===== src/include/timer_regs.vh =====
// constants for the multichannel timer/event counter array
`ifndef TIMER_REGS_VH
`define TIMER_REGS_VH

`define TMR_CHANNELS        11
`define TMR_WIDTH           16
`define TMR_PIN_CHANNELS    6
`define TMR_PRESCALE_BITS   5
`define TMR_PREDIV_BITS     4

// internal capture trigger sources
`define TMR_TRIG_SPLIT      5
`define TMR_TRIG_SRC_LOW    9
`define TMR_TRIG_SRC_HIGH   3

// operating modes
`define TMR_MODE_INTERVAL   2'h0
`define TMR_MODE_EVENT      2'h1
`define TMR_MODE_SQUARE     2'h2
`define TMR_MODE_TWO_PHASE  2'h3

// count source select
`define TMR_SRC_EXT         2'h0
`define TMR_SRC_T1          2'h1
`define TMR_SRC_T4          2'h2
`define TMR_SRC_T16         2'h3

// capture control
`define TMR_CAP_OFF         2'h0
`define TMR_CAP_EXT_AB      2'h1
`define TMR_CAP_EXT_A_EDGES 2'h2
`define TMR_CAP_INTERNAL    2'h3

// prescaler input divider select
`define TMR_PDIV_16         2'h0
`define TMR_PDIV_8          2'h1
`define TMR_PDIV_4          2'h2
`define TMR_PDIV_2          2'h3
`define TMR_PDIV_MASK_16    4'hf
`define TMR_PDIV_MASK_8     4'h7
`define TMR_PDIV_MASK_4     4'h3
`define TMR_PDIV_MASK_2     4'h1

// prescaler tap masks
`define TMR_T4_MASK         5'h03
`define TMR_T16_MASK        5'h0f

// reset values
`define TMR_COUNT_RESET     16'h0000
`define TMR_CMP_RESET       16'h0000
`define TMR_CAP_RESET       16'h0000

`endif


===== src/rtl/timer_event_array.v =====
// array of independent 16-bit timer/event counter channels
// Contract
// - eleven independent 16-bit timer/event counter channels
// - interval, event and square-wave modes per channel
// - quad-speed two-phase counting on last channel only
// - captures support frequency, width, time-difference measurement
// - up-counter with two compare-register comparators
// - compare1 double-buffered, compare0 written directly
// - two capture registers latch the counter
// - per-channel flip-flop, first six drive shared pins
// - only channels 0, 1 and the last channel have external inputs
// - capture trigger from channel 9, channels 5 and up from 3
// - per-channel run, control, mode, status, counter, compare, capture
// - 5-bit prescaler fed by peripheral clock /2../16
// - run bit starts; clearing it clears and stops
`include "timer_regs.vh"
`default_nettype none

module timer_event_array #(
    parameter N    = `TMR_CHANNELS,
    parameter W    = `TMR_WIDTH,
    parameter PINS = `TMR_PIN_CHANNELS
) (
    input  wire           clk,
    input  wire           rst_b,
    input  wire [1:0]     prescaler_clock_sel,
    input  wire [N-1:0]   prescaler_run_bit,
    input  wire [2*N-1:0] mode_sel,
    input  wire [2*N-1:0] source_sel,
    input  wire [2*N-1:0] capture_sel,
    input  wire [2*N-1:0] toggle_on_match,
    input  wire [N-1:0]   clear_on_match1,
    input  wire [N-1:0]   compare0_wr,
    input  wire [N-1:0]   compare1_wr,
    input  wire [W-1:0]   wr_data,
    input  wire           ch0_ext_input_a,
    input  wire           ch0_ext_input_b,
    input  wire           ch1_ext_input_a,
    input  wire           ch1_ext_input_b,
    input  wire           last_ext_input_a,
    input  wire           last_ext_input_b,
    input  wire [PINS-1:0] port_data,
    input  wire [PINS-1:0] port_func_sel,
    output wire [PINS-1:0] timer_pin_out,
    output wire [N-1:0]   flipflop_output,
    output wire [N*W-1:0] counter_value,
    output wire [N*W-1:0] compare0_value,
    output wire [N*W-1:0] compare1_value,
    output wire [N*W-1:0] capture0_value,
    output wire [N*W-1:0] capture1_value,
    output wire [N-1:0]   match0_flag,
    output wire [N-1:0]   match1_flag,
    output wire [N-1:0]   overflow_flag,
    output wire [N-1:0]   capture_flag
);

    function edge_rise;
        input prev;
        input cur;
        begin
            edge_rise = ~prev & cur;
        end
    endfunction

    function edge_fall;
        input prev;
        input cur;
        begin
            edge_fall = prev & ~cur;
        end
    endfunction

    ////////////////////////////////////////////////////////////////////////////////
    // prescaler input divider: peripheral clock /2, /4, /8 or /16

    reg  [`TMR_PREDIV_BITS-1:0] prediv_q;
    reg  [`TMR_PREDIV_BITS-1:0] prediv_mask;
    wire                        base_tick;

    always @(posedge clk) begin
        if (!rst_b) begin
            prediv_q <= {`TMR_PREDIV_BITS{1'b0}};
        end else begin
            prediv_q <= prediv_q + 1'b1;
        end
    end

    always @* begin
        case (prescaler_clock_sel)
            `TMR_PDIV_16: prediv_mask = `TMR_PDIV_MASK_16;
            `TMR_PDIV_8:  prediv_mask = `TMR_PDIV_MASK_8;
            `TMR_PDIV_4:  prediv_mask = `TMR_PDIV_MASK_4;
            default:      prediv_mask = `TMR_PDIV_MASK_2;
        endcase
    end

    assign base_tick = ((prediv_q & prediv_mask) == prediv_mask);

    ////////////////////////////////////////////////////////////////////////////////
    // external inputs: only channels 0, 1 and the last one have pins

    wire [N-1:0] raw_a;
    wire [N-1:0] raw_b;
    reg  [N-1:0] sync1_a_q;
    reg  [N-1:0] sync2_a_q;
    reg  [N-1:0] prev_a_q;
    reg  [N-1:0] sync1_b_q;
    reg  [N-1:0] sync2_b_q;
    reg  [N-1:0] prev_b_q;

    assign raw_a = {last_ext_input_a, {(N-3){1'b0}}, ch1_ext_input_a, ch0_ext_input_a};
    assign raw_b = {last_ext_input_b, {(N-3){1'b0}}, ch1_ext_input_b, ch0_ext_input_b};

    always @(posedge clk) begin
        if (!rst_b) begin
            sync1_a_q <= {N{1'b0}};
            sync2_a_q <= {N{1'b0}};
            prev_a_q  <= {N{1'b0}};
            sync1_b_q <= {N{1'b0}};
            sync2_b_q <= {N{1'b0}};
            prev_b_q  <= {N{1'b0}};
        end else begin
            sync1_a_q <= raw_a;
            sync2_a_q <= sync1_a_q;
            prev_a_q  <= sync2_a_q;
            sync1_b_q <= raw_b;
            sync2_b_q <= sync1_b_q;
            prev_b_q  <= sync2_b_q;
        end
    end

    ////////////////////////////////////////////////////////////////////////////////
    // channels

    wire [N-1:0] ff_all;

    genvar i;
    generate
        for (i = 0; i < N; i = i + 1) begin : ch
            wire [1:0]   mode = mode_sel[2*i +: 2];
            wire [1:0]   src  = source_sel[2*i +: 2];
            wire [1:0]   csel = capture_sel[2*i +: 2];
            wire         run  = prescaler_run_bit[i];
            wire         t1;
            wire         t4;
            wire         t16;
            reg  [W-1:0] cnt_q;
            reg  [W-1:0] cmp0_q;
            reg  [W-1:0] cmp1_stage_q;
            reg  [W-1:0] cmp1_q;
            reg  [W-1:0] cap0_q;
            reg  [W-1:0] cap1_q;
            reg          ff_q;
            reg          trig_prev_q;
            reg          m0_q;
            reg          m1_q;
            reg          ovf_q;
            reg          capf_q;
            reg          tick_src;

            timer_prescaler #(
                .W (`TMR_PRESCALE_BITS)
            ) u_prescaler (
                .clk       (clk),
                .rst_b     (rst_b),
                .base_tick (base_tick),
                .run       (run),
                .tick1     (t1),
                .tick4     (t4),
                .tick16    (t16)
            );

            wire rise_a = edge_rise(prev_a_q[i], sync2_a_q[i]);
            wire fall_a = edge_fall(prev_a_q[i], sync2_a_q[i]);
            wire rise_b = edge_rise(prev_b_q[i], sync2_b_q[i]);
            wire trig   = (i < `TMR_TRIG_SPLIT) ? ff_all[`TMR_TRIG_SRC_LOW]
                                                : ff_all[`TMR_TRIG_SRC_HIGH];
            wire rise_t = edge_rise(trig_prev_q, trig);
            wire fall_t = edge_fall(trig_prev_q, trig);

            always @* begin
                case (src)
                    `TMR_SRC_T1:  tick_src = t1;
                    `TMR_SRC_T4:  tick_src = t4;
                    `TMR_SRC_T16: tick_src = t16;
                    default:      tick_src = rise_a;
                endcase
            end

            // quadrature: one input changes at a time, direction from phase order
            wire qd_mode = (i == N-1) && (mode == `TMR_MODE_TWO_PHASE);
            wire qd_step = run & qd_mode &
                           ((prev_a_q[i] ^ sync2_a_q[i]) ^ (prev_b_q[i] ^ sync2_b_q[i]));
            wire qd_up   = (prev_a_q[i] == sync2_b_q[i]);

            // two-phase code counts nothing outside the quadrature channel
            wire         adv    = run & (mode != `TMR_MODE_TWO_PHASE) &
                                  ((mode == `TMR_MODE_EVENT) ? rise_a : tick_src);
            wire [W-1:0] up_val = cnt_q + 1'b1;
            wire [W-1:0] dn_val = cnt_q - 1'b1;
            wire         m0     = adv & (up_val == cmp0_q);
            wire         m1     = adv & (up_val == cmp1_q);
            wire         ovf    = adv & (cnt_q == {W{1'b1}});
            wire         clr    = m1 & (clear_on_match1[i] | (mode == `TMR_MODE_SQUARE));
            wire         sq     = (mode == `TMR_MODE_SQUARE);
            wire         tg     = (m0 & (toggle_on_match[2*i] | sq)) ^
                                  (m1 & (toggle_on_match[2*i+1] | sq));
            wire         cap0   = ((csel == `TMR_CAP_EXT_AB) | (csel == `TMR_CAP_EXT_A_EDGES))
                                  ? rise_a : ((csel == `TMR_CAP_INTERNAL) & rise_t);
            wire         cap1   = (csel == `TMR_CAP_EXT_AB) ? rise_b :
                                  (csel == `TMR_CAP_EXT_A_EDGES) ? fall_a :
                                  ((csel == `TMR_CAP_INTERNAL) & fall_t);

            always @(posedge clk) begin
                if (!rst_b) begin
                    cnt_q        <= `TMR_COUNT_RESET;
                    cmp0_q       <= `TMR_CMP_RESET;
                    cmp1_stage_q <= `TMR_CMP_RESET;
                    cmp1_q       <= `TMR_CMP_RESET;
                    cap0_q       <= `TMR_CAP_RESET;
                    cap1_q       <= `TMR_CAP_RESET;
                    ff_q         <= 1'b0;
                    trig_prev_q  <= 1'b0;
                    m0_q         <= 1'b0;
                    m1_q         <= 1'b0;
                    ovf_q        <= 1'b0;
                    capf_q       <= 1'b0;
                end else begin
                    trig_prev_q <= trig;
                    m0_q        <= m0;
                    m1_q        <= m1;
                    ovf_q       <= ovf;
                    capf_q      <= cap0 | cap1;
                    if (compare0_wr[i]) begin
                        cmp0_q <= wr_data;
                    end
                    if (compare1_wr[i]) begin
                        cmp1_stage_q <= wr_data;
                    end
                    // staged value goes live when stopped or at the end of a period
                    if (!run | clr | ovf) begin
                        cmp1_q <= cmp1_stage_q;
                    end
                    if (!run) begin
                        cnt_q <= `TMR_COUNT_RESET;
                    end else if (qd_step) begin
                        cnt_q <= qd_up ? up_val : dn_val;
                    end else if (adv) begin
                        cnt_q <= clr ? `TMR_COUNT_RESET : up_val;
                    end
                    if (tg) begin
                        ff_q <= ~ff_q;
                    end
                    if (cap0) begin
                        cap0_q <= cnt_q;
                    end
                    if (cap1) begin
                        cap1_q <= cnt_q;
                    end
                end
            end

            if (i < PINS) begin : pin
                reg pin_q;
                always @(posedge clk) begin
                    if (!rst_b) begin
                        pin_q <= 1'b0;
                    end else begin
                        pin_q <= port_func_sel[i] ? ff_q : port_data[i];
                    end
                end
                assign timer_pin_out[i] = pin_q;
            end

            assign ff_all[i]               = ff_q;
            assign counter_value[W*i +: W]  = cnt_q;
            assign compare0_value[W*i +: W] = cmp0_q;
            assign compare1_value[W*i +: W] = cmp1_q;
            assign capture0_value[W*i +: W] = cap0_q;
            assign capture1_value[W*i +: W] = cap1_q;
            assign match0_flag[i]          = m0_q;
            assign match1_flag[i]          = m1_q;
            assign overflow_flag[i]        = ovf_q;
            assign capture_flag[i]         = capf_q;
        end
    endgenerate

    assign flipflop_output = ff_all;

endmodule // timer_event_array

`default_nettype wire


===== src/rtl/timer_prescaler.v =====
// per-channel 5-bit prescaler producing the t1, t4 and t16 count enables
`include "timer_regs.vh"
`default_nettype none

module timer_prescaler #(
    parameter W = `TMR_PRESCALE_BITS
) (
    input  wire clk,
    input  wire rst_b,
    input  wire base_tick,
    input  wire run,
    output wire tick1,
    output wire tick4,
    output wire tick16
);

    reg [W-1:0] cnt_q;

    // stopping clears the prescaler
    always @(posedge clk) begin
        if (!rst_b) begin
            cnt_q <= {W{1'b0}};
        end else if (!run) begin
            cnt_q <= {W{1'b0}};
        end else if (base_tick) begin
            cnt_q <= cnt_q + 1'b1;
        end
    end

    assign tick1  = run & base_tick;
    assign tick4  = tick1 & ((cnt_q & `TMR_T4_MASK) == `TMR_T4_MASK);
    assign tick16 = tick1 & ((cnt_q & `TMR_T16_MASK) == `TMR_T16_MASK);

endmodule // timer_prescaler

`default_nettype wire


===== config.mk =====
export PLATFORM = sky130hd
export DESIGN_NAME = timer_event_array
export DESIGN_NICKNAME = d
export VERILOG_FILES = /design/src/rtl/timer_event_array.v /design/src/rtl/timer_prescaler.v
export VERILOG_INCLUDE_DIRS = /design/src /design/src/include
export SDC_FILE = /design/constraint.sdc
export NUM_CORES = 2
export LEC_CHECK = 0
export ABC_CLOCK_PERIOD_IN_PS = 3600
export BUFFER_PORTS_ARGS = -buffer_cell sky130_fd_sc_hd__buf_2
export CORE_MARGIN = 2
export CORE_UTILIZATION = 30
export CTS_CLUSTER_SIZE = 30
export DETAILED_ROUTE_END_ITERATION = 12
export HOLD_SLACK_MARGIN = 0.15
export PLACE_DENSITY = 0.59
export SLEW_MARGIN = 30
export SYNTH_ARGS = -nofsm -noshare
export SYNTH_HDL_FRONTEND = slang
export SYNTH_SLANG_ARGS = --single-unit

===== constraint.sdc =====
create_clock -name clk -period 3.6 [get_ports clk]
set_input_delay 0.72 -clock clk [delete_from_list [all_inputs] [get_ports clk]]
set_output_delay 0.72 -clock clk [all_outputs]
set_load 0.05 [all_outputs]

* After elaboration in Yosys (flattened, before gate mapping)
Index checks and enable logic that the tools add are counted.
** Word-level totals
- Register bits after elaboration :: 1244
- Bits in latches :: 0
- RAM bits :: 0
- Memory bits (read-only) :: 0
- Memories :: 0
** Cells by class
- $add $sub $neg :: 24
- $mul :: 0
- Div/mod/pow operators :: 0
- $lt $le $gt $ge :: 0
- Equal/unequal tests :: 159
- Shifts and indexed selects :: 0
- Mux-type cells :: 76
- Bitwise gates (word level) :: 320
- Reduce and logical (&&, ||, !) cells :: 24
** Operator list (count)
- $eq A16 B16 Y1 :: 22
- $mux W16 :: 14
- $and A1 B1 Y1 :: 182
- $add A16 B1 Y16 const B :: 11
- $eq A16 B16 Y1 const B :: 11
- $eq A2 B2 Y1 const B :: 68
- $or A1 B1 Y1 :: 77
- $eq A2 B1 Y1 const B :: 34
- $add A5 B1 Y5 const B :: 11
- $mux W1 :: 50
- $not A1 Y1 :: 46
- $eq A4 B4 Y1 const B :: 11
- $pmux W1 S3 :: 11
- $ne A2 B2 Y1 const B :: 11
- $reduce_and A2 Y1 :: 11
- $sub A16 B1 Y16 const B :: 1
- $xor A1 B1 Y1 :: 14
- $pmux W4 S3 :: 1
- $logic_not A1 Y1 :: 11
- $add A4 B1 Y4 const B :: 1
- $and A4 B4 Y4 :: 1
- $eq A4 B4 Y1 :: 1
- $logic_not A2 Y1 :: 1
- $reduce_bool A2 Y1 :: 1
- $eq A1 B1 Y1 :: 1

* Longest topological paths before layout
- Depth in word-level cells :: 14
- Gate-level depth with buffers :: 14

* By module
From an unflattened synthesis, not the netlist that was laid out.
** Unflattened totals
- Cell total of the unflattened synthesis :: 6631
- Area, all modules :: 57093.5 sq um
** Modules (own cells, without submodules)
- timer_event_array :: times used 1, cells an instance 6400, area an instance 54781.3 sq um
- timer_prescaler :: times used 11, cells an instance 21, area an instance 210.2 sq um

* Worst setup path before layout
OpenSTA, ideal clock, no wires.
- Path type :: register -> register
- From :: register ch[3].cnt_q[1]
- To :: register ch[3].ff_q
- Arrival :: 3.648 ns
- Data required time :: 3.477 ns
- Setup slack :: -0.172 ns
- Cell stages (with the launch flop) :: 13
- Buffers on the path :: 2
- Period minus slack after synthesis :: 3.772 ns
- Cell sequence :: dfxtp_1 > ha_1 > and3_1 > buf_2 > and4_1 > clkbuf_1 > xnor2_1 > a22o_1 > or3_1 > or4_1 > or4_1 > o311a_1 > mux2_1
** On the way
- Cells in the longest elaborated chain, start to end :: 5
- Elaborated cells between the ends (all ways) :: 8
- Those cells by class :: add/sub (1); eq/ne (2); bitwise (5)
** RTL lines
- start: declaration :: RTL line timer_event_array.v:147 : reg [W-1:0] cnt_q;
- start signal: assignment :: RTL line timer_event_array.v:216 : cnt_q <= `TMR_COUNT_RESET;
- start signal: assignment :: RTL line timer_event_array.v:245 : cnt_q <= `TMR_COUNT_RESET;
- start signal: assignment :: RTL line timer_event_array.v:247 : cnt_q <= qd_up ? up_val : dn_val;
- $add A16 B1 Y16 * :: RTL line timer_event_array.v:199 : wire [W-1:0] up_val = cnt_q + 1'b1;
- $eq A16 B16 Y1, on equally long branches :: RTL line timer_event_array.v:201, timer_event_array.v:202
- $and A1 B1 Y1, on equally long branches :: RTL line timer_event_array.v:201, timer_event_array.v:202
- $and A1 B1 Y1, on equally long branches :: RTL line timer_event_array.v:206, timer_event_array.v:207
- $xor A1 B1 Y1 * :: RTL line timer_event_array.v:206 : wire tg = (m0 & (toggle_on_match[2*i] | sq)) ^
- end signal: assignment :: RTL line timer_event_array.v:252 : ff_q <= ~ff_q;
- end: declaration :: RTL line timer_event_array.v:153 : reg ff_q;
Every way passes the cells marked *; elsewhere a longest branch is shown, timed or not.
A chain may end at the register's enable or synchronous reset.

* Worst setup path in the final report
- From :: register ch[3].u_prescaler.cnt_q[0]
- To :: register ch[3].ff_q
** On the way
- Cells in the longest elaborated chain, start to end :: 8
- Elaborated cells between the ends (all ways) :: 12
- Those cells by class :: eq/ne (2); mux (2); bitwise (8)
** RTL lines
- start: declaration :: RTL line timer_prescaler.v:17 : reg [W-1:0] cnt_q;
- start signal: assignment :: RTL line timer_prescaler.v:22 : cnt_q <= {W{1'b0}};
- start signal: assignment :: RTL line timer_prescaler.v:24 : cnt_q <= {W{1'b0}};
- start signal: assignment :: RTL line timer_prescaler.v:26 : cnt_q <= cnt_q + 1'b1;
- $eq A4 B4 Y1 (no source line) or $eq A2 B2 Y1 (tied branches)
- $and A1 B1 Y1, on equally long branches :: RTL line timer_prescaler.v:32, timer_prescaler.v:31
- $pmux W1 S3 * :: RTL line timer_event_array.v:182 : case (src)
- $mux W1 * :: RTL line timer_event_array.v:198 : ((mode == `TMR_MODE_EVENT) ? rise_a : tick_src);
- $and A1 B1 Y1 * :: RTL line timer_event_array.v:197 : wire adv = run & (mode != `TMR_MODE_TWO_PHASE) &
- $and A1 B1 Y1, on equally long branches :: RTL line timer_event_array.v:201, timer_event_array.v:202
- $and A1 B1 Y1, on equally long branches :: RTL line timer_event_array.v:206, timer_event_array.v:207
- $xor A1 B1 Y1 * :: RTL line timer_event_array.v:206
Marked as above.

==> out/results.ini <==
[timing]
period_share=0.968
timing.final.ws_setup_ns=0.115
maxSlewHeadroom=0.330
slew_viol_final=0
tightest_slew_ns=1.01
hold_violations=0
max_freq_mhz=287
fin_crit_ns=3.48
fin_skew_ns=0.0445
whs_ns=0.285
setup_viol=0
rsz0062_at_grt=no

[global_routing]
grt.busiest_layer=met2
met3_usage=0.0473
grt.total_usage=0.249
grt_max_degree=149
grt_pass1_wl_um=359000
antenna_found_initial=36
grt_pass1_vias=50800
grtUsageMet1=0.313
grtUsageMet2=0.406
overflow=0

[placement]
port_buffers=1110
place_worst_setup_slack_ns=-0.342
finalWeightedCongestion=0.955
hpwl_um=191000
dp.cells=10200

[route]
drt.antenna.violating_nets=0
dr.pass1.iters=6
post_drt_wl_per_cell_um=24.2
drtIter0Drc=4771
routed_wl_um=255000
viasPerCell=5.21
remaining_drc_errors=0
routed-via-count=55000

[final_layout]
layout-drive-gt1-share=0.242
nets=8128
fin_cells=10500
area_growth_pct=26.9
final_common_cell=dfxtp_1
layout_common_cells=dfxtp_1 (1,160), buf_2 (1,107), nor2_1 (964), nand2_1 (794), mux2i_1 (649)
utilization=0.382

[cts]
clk_latency_ns=0.82
cts-buffers-inserted=142
cts_buffer_depth=3
cts.sink_count=1185
clk_pin_slew_worst_paths_ns=0.06
htree_num_levels=4
root_buffer=clkbuf_16
cts_tree=built

[worst_hold_path]
min_from=toggle_on_match[10]
hold_end=ch[5].ff_q
whs_path_depth=3
min_path_type=input pin to flip-flop

[synth]
yosysUniqueCellTypes=94
synth_area_per_cell_um2=8.44
synthCells=6773
synthFlopType=dfxtp_1
yosys.area.top_type_share=0.415
syn-cell-area_um2=57100
synth_warnings=0
synth_edf_count=0
synth.area.top_cells=dfxtp_1 (42%), mux2i_1 (11%), nor2_1 (6.4%)
syn-num-nets=7003
ys_seq_area_frac=0.415
ys_seq_elements=1185
yosys.area.top_type=dfxtp_1
async_reset_ff_frac=0

[floorplan]
die-area_um2=194000
ios=1111
start_util=0.301
fp.dieW_um=440
rows=160
core_um2=190000
die_h_um=440

[status]
status=finished, final reports clean

[critical_path]
cp.arrival_ns=4.17
r2r_slack_ns=0.12
crit_fanout=3
worstSetupEndpointType=flip-flop
required_ns=4.29
rr_startpoint=ch[3].u_prescaler.cnt_q[0]
critPathLaunchType=flip-flop
r2r_cells=10
crit_type=flip-flop to flip-flop
rr_endpoint=ch[10].trig

[flow_run]
cap_violations=0

[power_and_ir_drop]
p_per_area_nw_per_um2=444
p_total_w=0.0322
peakVddDrop_mv=0.357
cellLeakagePower_nw=31.3

[flip-flops by register name, indices dropped and copies added, names as in the netlist]
signal and count:
prediv_q 4, ch.cmp1_q 176, prev_a_q 3, sync1_a_q 3, ch.cmp0_q 176, ch.m0_q 11
ch.cnt_q 176, ch.ff_q 9, ch.ovf_q 11, ch.cap0_q 176, ch.u_prescaler.cnt_q 44, sync2_b_q 3
sync1_b_q 3, sync2_a_q 3, ch.trig 2, ch.cmp1_stage_q 176, ch.cap1_q 176, ch.pin.pin_q 6
ch.capf_q 11, ch.m1_q 11, prev_b_q 3, ch.trig_prev_q 2
[where the power goes]
group | switching (W) | internal (W)
clock network | 0.00644 | 0.00885
registers | 0.000348 | 0.0134
logic | 0.00214 | 0.000949
total | 0.00893 | 0.0232
[critical path, stage by stage, from the launching register on]
cell	delay, ns
dfxtp_1	0.37
ha_2	0.23
mux2i_1	0.09
a311oi_2	0.30
buf_4	0.18
nand2_1	0.07
or4b_2	0.66
or4_1	0.56
or4_1	0.48
o311a_1	0.13
mux2_1	0.30
[cell usage after synthesis, drive strengths merged, types with 119 or more instances]
master	count
dfxtp	1185
nor2	974
nand2	794
mux2i	649
a21oi	504
clkbuf	429
xnor2	298
o21ai	184
buf	179
xor2	177
nand3	165
nor3	119
[through the flow]
stage | TNS [ns] | area (um^2)
6_report | 0 | 72500
5_1_grt | 0 | 72500
4_1_cts | 0 | 72300
3_5_place_dp | -8.18 | 67100
3_3_place_gp | -22.49 | 67100
2_1_floorplan | -0.0727 | 57200
[how the worst max path moves through the flow]
stage | startpoint | to | cells after the start
final | ch[3].u_prescaler.cnt_q[0] | ch[10].trig | 10
after global routing | ch[3].cnt_q[0] | ch[10].trig | 10
after CTS | ch[3].u_prescaler.cnt_q[0] | ch[10].trig | 10
after detailed placement | source_sel[7] | ch[10].trig | 10
after global placement | source_sel[7] | ch[10].trig | 11
after floorplan | ch[3].cnt_q[0] | ch[10].trig | 12
[layer usage]
metal  vias up  share of wire
met4         8          0.054
met1     26700           0.41
met5         -        0.00020
met3       475          0.067
met2      2286           0.47
li1      25500              -
[logic make-up after synthesis]
kind of cell	synth area share
AO/OA/AOI/OAI	0.102
AND/OR/NAND/NOR	0.220
adder cells (fa/ha/maj)	0.0133
flip-flops	0.415
XOR/XNOR	0.0820
multiplexers	0.116
buffers and inverters	0.0517
[repair_timing]
item / 4_1_cts / 5_1_grt
setup endpoints to repair: 6 / 146
gates resized for setup: 1 / 23
endpoints found under the hold margin: 12 / 0
hold buffers: 17 / 0
buffers inserted: 0 / 4
gates cloned: 0 / 0
pin swaps: 0 / 6
[cell type report]
cell class / count / area [um^2]
Inverter: 80 / 308
Multi-Input combinational cell: 4900 / 30700
Antenna cell: 18 / 45.0
Tap cell: 2511 / 3140
Clock inverter: 72 / 1000
Fill cell: 19300 / 117000
Sequential cell: 1185 / 23800
Clock buffer: 187 / 4000
Timing Repair Buffer: 1589 / 9530
Note: power is estimated with default switching activity, not from simulation.
